<file path="src/verilog/vbcfg_map.svh">
// Offsets, field positions and fixed values of the bridge header bank
`ifndef VBCFG_MAP_SVH
`define VBCFG_MAP_SVH

// Byte offsets within configuration space
`define VBCFG_OFF_PRIMARY_STATUS 8'h06
`define VBCFG_OFF_REVISION 8'h08
`define VBCFG_OFF_SUB_CLASS 8'h0a
`define VBCFG_OFF_BASE_CLASS 8'h0b
`define VBCFG_OFF_LATENCY 8'h0d
`define VBCFG_OFF_HEADER_TYPE 8'h0e
`define VBCFG_OFF_UPSTREAM_BUS 8'h18
`define VBCFG_OFF_DOWNSTREAM_BUS 8'h19

// Status register fields
`define VBCFG_ST_PARITY_ERR_BIT 15
`define VBCFG_ST_SYS_ERR_BIT 14
`define VBCFG_ST_BACK_TO_BACK_BIT 7
`define VBCFG_ST_HIGH_SPEED_BIT 5
`define VBCFG_ST_SELECT_TIMING 2'h0

// Latency scratch field
`define VBCFG_LAT_MSB 7
`define VBCFG_LAT_LSB 3

// Fixed register values and reset values
`define VBCFG_STATUS_RESET 16'h00a0
`define VBCFG_SUB_CLASS_VAL 8'h04
`define VBCFG_BASE_CLASS_VAL 8'h06
`define VBCFG_HEADER_TYPE_VAL 8'h01
`define VBCFG_UPSTREAM_BUS_VAL 8'h00
`define VBCFG_LATENCY_RESET 5'h00
`define VBCFG_DOWNSTREAM_RESET 8'h00
`define VBCFG_PROG_IF_VAL 8'h00

`endif

</file>
<file path="src/verilog/vbcfg_pkg.sv">
// Types shared by the bridge header bank
package vbcfg_pkg;

    typedef logic [7:0] vbcfg_byte_type;
    typedef logic [31:0] vbcfg_dword_type;
    typedef logic [5:0] vbcfg_index_type;

    typedef enum logic [1:0] {
        VBCFG_ACC_NONE,
        VBCFG_ACC_READ,
        VBCFG_ACC_WRITE
    } vbcfg_acc_type;

endpackage

</file>
<file path="src/verilog/vbcfg_bridge_header.sv">
// Configuration header bank of the virtual bridge function
//
// Operation
// Sent system-error message sets status 14, W1C
// Status bit 15 parity flag reads zero
// Status bits 13:11 abort flags read zero
// Select timing bits 10:9 read 00b
// Status bit 8 reads zero, ignores clears
// Status bit 7 reads constant one
// Status bit 5 reads constant one
// Revision mirrors the main revision value
// Sub-class reads constant 04h
// Base class reads constant 06h
// Latency bits 7:3 are plain scratchpad
// Header type reads constant 01h
// Upstream bus number hardwired to 00h
// Downstream bus number is read/write byte
// No system-error message while enable is low
// Reserved bits read zero, ignore writes
`timescale 1ns/10ps
`include "vbcfg_map.svh"
module vbcfg_bridge_header (
    input wire logic mclk,
    input wire logic rstn,
    input wire logic cfg_rd,
    input wire logic cfg_wr,
    input wire logic [7:0] cfg_addr,
    input wire logic [3:0] cfg_be,
    input wire logic [31:0] cfg_wdata,
    input wire logic [7:0] main_revision_value,
    input wire logic system_error_enable,
    input wire logic serr_condition,
    output logic [31:0] cfg_rdata_ff,
    output logic cfg_ack_ff,
    output logic hub_link_serr_msg_ff,
    output logic [7:0] bus_number_field_ff,
    output logic system_error_sent_flag
);
    // Dword indices of the mapped registers
    localparam vbcfg_pkg::vbcfg_index_type IDX_STATUS =
        vbcfg_pkg::vbcfg_index_type'(`VBCFG_OFF_PRIMARY_STATUS >> 2);
    localparam vbcfg_pkg::vbcfg_index_type IDX_CLASS =
        vbcfg_pkg::vbcfg_index_type'(`VBCFG_OFF_REVISION >> 2);
    localparam vbcfg_pkg::vbcfg_index_type IDX_MISC =
        vbcfg_pkg::vbcfg_index_type'(`VBCFG_OFF_LATENCY >> 2);
    localparam vbcfg_pkg::vbcfg_index_type IDX_BUS =
        vbcfg_pkg::vbcfg_index_type'(`VBCFG_OFF_UPSTREAM_BUS >> 2);

    // Byte lanes of the writable registers inside their dwords
    localparam int LANE_STATUS_HI = (`VBCFG_OFF_PRIMARY_STATUS & 3) + 1;
    localparam int LANE_LATENCY = `VBCFG_OFF_LATENCY & 3;
    localparam int LANE_DOWNSTREAM = `VBCFG_OFF_DOWNSTREAM_BUS & 3;
    localparam int SYS_ERR_WBIT = 16 + `VBCFG_ST_SYS_ERR_BIT;

    vbcfg_pkg::vbcfg_index_type acc_index;
    vbcfg_pkg::vbcfg_acc_type acc_kind;
    logic hit_status;
    logic hit_class;
    logic hit_misc;
    logic hit_bus;
    logic status_hi_lane;
    logic latency_lane;
    logic downstream_lane;
    logic sys_err_clear;
    logic latency_write;
    logic downstream_write;
    logic [15:0] status_view;
    vbcfg_pkg::vbcfg_dword_type status_dword;
    vbcfg_pkg::vbcfg_dword_type class_dword;
    vbcfg_pkg::vbcfg_dword_type misc_dword;
    vbcfg_pkg::vbcfg_dword_type bus_dword;
    vbcfg_pkg::vbcfg_dword_type nxt_rdata;
    logic [4:0] latency_scratch_bits_ff;
    logic [4:0] nxt_latency;
    logic [7:0] nxt_downstream;
    logic nxt_serr_msg;

    // Access decode; a write takes precedence over a read
    assign acc_kind = cfg_wr ? vbcfg_pkg::VBCFG_ACC_WRITE :
                      cfg_rd ? vbcfg_pkg::VBCFG_ACC_READ :
                      vbcfg_pkg::VBCFG_ACC_NONE;
    assign acc_index = cfg_addr[7:2];
    assign hit_status = (acc_index == IDX_STATUS);
    assign hit_class = (acc_index == IDX_CLASS);
    assign hit_misc = (acc_index == IDX_MISC);
    assign hit_bus = (acc_index == IDX_BUS);
    assign status_hi_lane = cfg_be[LANE_STATUS_HI];
    assign latency_lane = cfg_be[LANE_LATENCY];
    assign downstream_lane = cfg_be[LANE_DOWNSTREAM];

    // Write strobes; all other status bits ignore writes
    assign sys_err_clear = (acc_kind == vbcfg_pkg::VBCFG_ACC_WRITE) &&
        hit_status && status_hi_lane && cfg_wdata[SYS_ERR_WBIT];
    assign latency_write = (acc_kind == vbcfg_pkg::VBCFG_ACC_WRITE) &&
        hit_misc && latency_lane;
    assign downstream_write = (acc_kind == vbcfg_pkg::VBCFG_ACC_WRITE) &&
        hit_bus && downstream_lane;

    // Message to the hub link only while the enable is set
    assign nxt_serr_msg = serr_condition & system_error_enable;

    // Next values of the writable fields
    assign nxt_latency = latency_write ?
        cfg_wdata[LANE_LATENCY*8+`VBCFG_LAT_MSB:LANE_LATENCY*8+`VBCFG_LAT_LSB]
        : latency_scratch_bits_ff;
    assign nxt_downstream = downstream_write ?
        cfg_wdata[LANE_DOWNSTREAM*8+7:LANE_DOWNSTREAM*8]
        : bus_number_field_ff;

    // Status word as seen by software
    always_comb begin
        status_view = 16'h0000;
        status_view[`VBCFG_ST_PARITY_ERR_BIT] = 1'b0;
        status_view[`VBCFG_ST_SYS_ERR_BIT] = system_error_sent_flag;
        status_view[13:11] = 3'h0;
        status_view[10:9] = `VBCFG_ST_SELECT_TIMING;
        status_view[8] = 1'b0;
        status_view[`VBCFG_ST_BACK_TO_BACK_BIT] = 1'b1;
        status_view[`VBCFG_ST_HIGH_SPEED_BIT] = 1'b1;
    end

    // Dword images of each mapped location
    assign status_dword = {status_view, 16'h0000};
    assign class_dword = {`VBCFG_BASE_CLASS_VAL,
                          `VBCFG_SUB_CLASS_VAL,
                          `VBCFG_PROG_IF_VAL,
                          main_revision_value};
    assign misc_dword = {8'h00,
                         `VBCFG_HEADER_TYPE_VAL,
                         latency_scratch_bits_ff, 3'h0,
                         8'h00};
    assign bus_dword = {16'h0000,
                        bus_number_field_ff,
                        `VBCFG_UPSTREAM_BUS_VAL};

    // Read data mux; unmapped dwords read as zero
    assign nxt_rdata = hit_status ? status_dword :
                       hit_class ? class_dword :
                       hit_misc ? misc_dword :
                       hit_bus ? bus_dword :
                       32'h0000_0000;

    // Sticky system-error flag
    vbcfg_sticky_flag u_sys_err_flag (
        .mclk(mclk),
        .rstn(rstn),
        .set_pulse(hub_link_serr_msg_ff),
        .clr_pulse(sys_err_clear),
        .flag_ff(system_error_sent_flag)
    );

    always_ff @(posedge mclk or negedge rstn) begin
        if (!rstn) begin
            hub_link_serr_msg_ff <= 1'b0;
        end else begin
            hub_link_serr_msg_ff <= nxt_serr_msg;
        end
    end

    always_ff @(posedge mclk or negedge rstn) begin
        if (!rstn) begin
            latency_scratch_bits_ff <= `VBCFG_LATENCY_RESET;
            bus_number_field_ff <= `VBCFG_DOWNSTREAM_RESET;
        end else begin
            latency_scratch_bits_ff <= nxt_latency;
            bus_number_field_ff <= nxt_downstream;
        end
    end

    always_ff @(posedge mclk or negedge rstn) begin
        if (!rstn) begin
            cfg_ack_ff <= 1'b0;
        end else begin
            cfg_ack_ff <= (acc_kind != vbcfg_pkg::VBCFG_ACC_NONE);
        end
    end

    always_ff @(posedge mclk or negedge rstn) begin
        if (!rstn) begin
            cfg_rdata_ff <= 32'h0000_0000;
        end else if (acc_kind == vbcfg_pkg::VBCFG_ACC_READ) begin
            cfg_rdata_ff <= nxt_rdata;
        end
    end

    logic rd_status;
    logic rd_class;
    logic rd_misc;
    logic rd_bus;
    assign rd_status = (acc_kind == vbcfg_pkg::VBCFG_ACC_READ) && hit_status;
    assign rd_class = (acc_kind == vbcfg_pkg::VBCFG_ACC_READ) && hit_class;
    assign rd_misc = (acc_kind == vbcfg_pkg::VBCFG_ACC_READ) && hit_misc;
    assign rd_bus = (acc_kind == vbcfg_pkg::VBCFG_ACC_READ) && hit_bus;
    logic rd_none;
    logic wr_status;
    assign rd_none = (acc_kind == vbcfg_pkg::VBCFG_ACC_READ) &&
        !(hit_status || hit_class || hit_misc || hit_bus);
    assign wr_status = (acc_kind == vbcfg_pkg::VBCFG_ACC_WRITE) &&
        hit_status;
endmodule

</file>
<file path="src/verilog/vbcfg_sticky_flag.sv">
// Sticky event flag with write-one-to-clear, set beats clear
`timescale 1ns/10ps
module vbcfg_sticky_flag (
    input wire logic mclk,
    input wire logic rstn,
    input wire logic set_pulse,
    input wire logic clr_pulse,
    output logic flag_ff
);
    logic nxt_flag;

    // Set wins over a clear in the same cycle
    assign nxt_flag = set_pulse | (flag_ff & ~clr_pulse);

    always_ff @(posedge mclk or negedge rstn) begin
        if (!rstn) begin
            flag_ff <= 1'b0;
        end else begin
            flag_ff <= nxt_flag;
        end
    end
endmodule
</file>
<file path="config.mk">
export PLATFORM = sky130hd
export DESIGN_NAME = vbcfg_bridge_header
export DESIGN_NICKNAME = d
export VERILOG_FILES = /design/src/verilog/vbcfg_pkg.sv /design/src/verilog/vbcfg_bridge_header.sv /design/src/verilog/vbcfg_sticky_flag.sv
export VERILOG_INCLUDE_DIRS = /design/src /design/src/verilog
export SDC_FILE = /design/constraint.sdc
export NUM_CORES = 1
export LEC_CHECK = 0
export ABC_CLOCK_PERIOD_IN_PS = 1700
export BUFFER_PORTS_ARGS = -buffer_cell sky130_fd_sc_hd__buf_2
export CELL_PAD_IN_SITES_DETAIL_PLACEMENT = 0
export CELL_PAD_IN_SITES_GLOBAL_PLACEMENT = 1
export CORE_MARGIN = 4
export CORE_UTILIZATION = 32
export DETAILED_ROUTE_END_ITERATION = 8
export HOLD_SLACK_MARGIN = 0.1
export PLACE_DENSITY = 0.93
export SYNTH_ARGS = -nofsm -noshare
export SYNTH_HDL_FRONTEND = slang
export SYNTH_SLANG_ARGS = --single-unit
export TNS_END_PERCENT = 50
</file>
<file path="constraint.sdc">
create_clock -name mclk -period 1.7 [get_ports mclk]
set_input_delay 0.34 -clock mclk [delete_from_list [all_inputs] [get_ports mclk]]
set_output_delay 0.34 -clock mclk [all_outputs]
set_load 0.02 [all_outputs]
</file>
==> results <==
- The design draws 1.85 mW.
- The clock buffer count from CTS is 5.
- Across the run, the number of max-cap violations was 0.
- Dividing the detail-routed wire length by the instance count gives 12.8 um.
- The highest attainable clock frequency is roughly 750 MHz.
- The worst setup path is launched from an input pin.
- The clock drives 36 sinks.
- The kind of end point of the critical path is a flop.
- The number of iterations in the first detailed-routing pass is 4.
- The buffers inserted during post-CTS setup optimization is 0.
- The critical path class is input pin to flop.
- Net switching is between 20% and 30% of the power.
- The number of ports placed on the die boundary is roughly 100.
- The count of final max-slew check failures is 0.
- In the final design database the tool counted 268 nets.
- The post-detailed-routing wire length is 3570 um.
- After floorplanning, the core was sized to cover 0.00472 mm2.
- At the later pin of the worst-skew pair, clock insertion delay measures around 280 ps.
- The horizontal die dimension is 78.0 um.
- The clock network power share is 39.6%.
- Cells fill 44.0% of the core in the end.
- The largest stage delay on the critical path is 320 ps.
- The buffer depth of the longest clock path is 2.
- For this block, the initial DRC count from the detailed router was 32.
- The die outline area is 0.00609 mm2.
- The peak fanout along the critical path is 8.
- The depth of the worst hold-timing path is 2.
- Including well taps, the total number of placed cells is 269.
- Counting every instance in the synthesized netlist gives 139.
- For this run, the number of standard cells in the final layout without fillers is 278.
- Counting distinct cell types in the post-synthesis netlist gives 25.
- Cells with a size suffix above 1 make up between 40% and 50% of the layout.
- After routing, the total negative slack on setup checks comes to 0 ps.
- Routability-driven placement finished with a final weighted congestion of 0.749.
- The critical path starts at cfg_addr[7].
- Leaving out fill and tap cells, the most frequent cells in the layout are sky130_fd_sc_hd__buf_2, sky130_fd_sc_hd__dfrtp_1, sky130_fd_sc_hd__nand2_1.
- The repair_antennas step left the layout with diodes totalling 0.
- For this configuration, the core starts out at a cell density of roughly 33%.
- In this run the number of cells on the critical path is 5.
- The worst setup path endpoint is bus_number_field_ff[2].
- The end of the worst register-to-register path is cfg_rdata_ff[11].
- The number of DRC violations after detailed routing is 0.
- Clock-pin slew was measured on the worst setup and hold paths at 70 ps.
- Dividing the detail-routed via count by the number of cells gives 4.31.
- The commonest non-fill, non-tap cell in the layout is sky130_fd_sc_hd__buf_2.
- The share of the yosys chip area belonging to registers is 57.4%.
- Setup repair after global routing left no endpoint under its margin.
- The area growth from synthesis to layout is 32.5%.
- The pin count of the biggest net entering global routing is 21.
- The via count is 1197.
- The share of total power dissipated in combinational logic is 11.3%.
- The run finished with clean final reports.
- The number of antenna violations at the first check in global routing is 0.
- The power per cell area is around 900 mW/mm2.
- The number of buffers and inverters on the critical path is 2.
- The final-report hold violation count is 0.
- The slowest stage of the critical path is the sky130_fd_sc_hd__nor4b_2 cell.
- The synthesized design devotes to its leading area cell type between 50% and 60% of total area.
- The time the final worst path needs with I/O delays and setup is 1330 ps.
- In this run the worst hold path is classified as input pin to flop.
- The clock tree root buffer cell is sky130_fd_sc_hd__clkbuf_8.
- The internal power summed over all cells is approximately 1.4 mW.
- The total half-perimeter wirelength after legalization and detailed placement is 2720 um.
- The total of endpoints with negative setup slack in the final report is 0.
- The via count of the first global-routing pass is around 1200.
- In this design, the largest share of critical-path delay is due to simple AND/OR/NAND/NOR gates.
- The post-synthesis register bit count is 36.
- The floorplan row count is 25.
- The register-to-register setup slack is 810 ps.
- TritonCTS built the clock tree.
- The filler cells instantiated in the layout total about 480.
- Yosys attributes the largest share of cell area to sky130_fd_sc_hd__dfrtp_1, sky130_fd_sc_hd__mux2_2, sky130_fd_sc_hd__nand2_1.
- The signal on the critical path passes through buf_2 -> nor4b_2 -> and3_1 -> buf_12 -> mux2_2.
- The die height is 78.0 um.
- The count of nets left with antenna violations once routing finished came out at 0.
- The H-tree generated during clock tree synthesis spans 2 levels.
- The net switching power figure is 0.440 mW.
- The Yosys warning count is 0.
- Summed over all layers, the global routing overflow is 0.
- The worst register-to-register path begins at bus_number_field_ff[3].
- The critical path data arrival time is ~1500 ps.
- The first-pass GRT wire length is just under 6000 um.
- The largest area contributor in the synthesized netlist is sky130_fd_sc_hd__dfrtp_1.
- The mean cell area of the mapped netlist is 11.3 um2.
- Across the routed clock network, the largest skew measured is 6.74 ps.
- VDD sags by at most 0.575 mV.
- The leakage component of the power is about 1.1 nW.
- Buffers placed on the I/O ports in this run total 64.
- The portion of total power attributed to sequential cells is roughly half.
- The final hold slack is 268 ps.
- The final critical path takes up between 70% and 80% of the cycle.
- The data required time at the worst endpoint is ~1900 ps.
- The global router's overall resource usage is about an eighth.
- The post-synthesis cell area is 0.00157 mm2.
- Counting cells, the worst reg-to-reg path comes to 2.
==> through the flow <==
stage	instance area (um2)	worst slack (ps)
finish	2080	373
global route	2080	337
CTS	2080	359
detailed placement	1960	58.0
global placement	1960	52.7
floorplan	1600	259
==> logic make-up (layout without fill, tap and decap cells) <==
group	after synthesis	count (layout)	share of synthesized area, %
AOI/OAI and AO/OA	26	26	10.9
buffers and inverters	18	82	7.82
DFF	36	36	57.4
muxes	13	13	9.33
other	1	9	0.239
and+or+nand+nor	45	45	14.3
==> synthesized netlist by cell type <==
library cell and n:
sky130_fd_sc_hd__o21ai_0 15, sky130_fd_sc_hd__nand2b_1 1, sky130_fd_sc_hd__nor3_1 1, sky130_fd_sc_hd__buf_6 1, sky130_fd_sc_hd__buf_2 2, sky130_fd_sc_hd__or2_2 1, sky130_fd_sc_hd__o22a_1 1, sky130_fd_sc_hd__nand2_1 29
sky130_fd_sc_hd__nand3b_1 1, sky130_fd_sc_hd__nand4_1 1, sky130_fd_sc_hd__and3_1 1, sky130_fd_sc_hd__nor4b_2 1, sky130_fd_sc_hd__and2_1 2, sky130_fd_sc_hd__nand3_1 1, sky130_fd_sc_hd__a22o_1 10, sky130_fd_sc_hd__mux2_2 13
sky130_fd_sc_hd__nor2b_1 2, sky130_fd_sc_hd__nand4b_1 1, sky130_fd_sc_hd__nor3b_2 1, sky130_fd_sc_hd__nor2_1 1, sky130_fd_sc_hd__and2b_1 1, sky130_fd_sc_hd__clkbuf_1 3, sky130_fd_sc_hd__buf_4 12, sky130_fd_sc_hd__dfrtp_1 36
sky130_fd_sc_hd__conb_1 1
==> timing repair <==
| action | CTS | global route |
|---|---|---|
| hold buffers | 1 | 0 |
| resized for setup | 0 | 0 |
| endpoints found under the hold margin | 19 | 0 |
==> flip-flops by register name (all words and copies together), names as in the netlist <==
name and cells:
bus_number_field_ff 8, cfg_ack_ff 1, cfg_rdata_ff 20, hub_link_serr_msg_ff 1
latency_scratch_bits_ff 5, u_sys_err_flag.flag_ff 1
==> metal layers <==
| metal | global-route usage, % | routed length [um] | vias up | share of wire (%) |
|---|---|---|---|---|
| met2 | 18.7 | 1590 | 50 | 45 |
| met5 | 0 | 0 | - | 0 |
| met1 | 15.4 | 1550 | 548 | 43 |
| li1 | - | - | 593 | - |
| met3 | 5.73 | 396 | 6 | 11 |
| met4 | 3.15 | 35 | 0 | 0.98 |
==> power by group through the flow <==
stage / Combinational (mW) / Clock, mW / Sequential [mW]
finish: 0.209 / 0.733 / 0.907
global route: 0.234 / 0.792 / 0.911
CTS: 0.213 / 0.754 / 0.907
detailed placement: 0.211 / 0 / 0.924
global placement: 0.207 / 0 / 0.923
floorplan: 0.0976 / 0 / 0.948
==> area by class of cell <==
type                    count  area (um2)  area share (%)
clock buffers               6        72.6            3.49
clock inverters             2        35.0            1.69
multi-input cells          93         576            27.7
flip-flops and latches     36         901            43.3
well taps                  67        83.8            4.03
repair buffers             74         410            19.7
==> worst min path at each step <==
stage	from	endpoint	slack, ps
after floorplan	rstn	bus_number_field_ff[0]	40
after detailed placement	rstn	cfg_rdata_ff[23]	310
after global routing	system_error_enable	hub_link_serr_msg_ff	260
after CTS	cfg_rd	cfg_ack_ff	260
after global placement	rstn	cfg_rdata_ff[23]	300
final	system_error_enable	hub_link_serr_msg_ff	270
(Power assumes the default switching activity.)
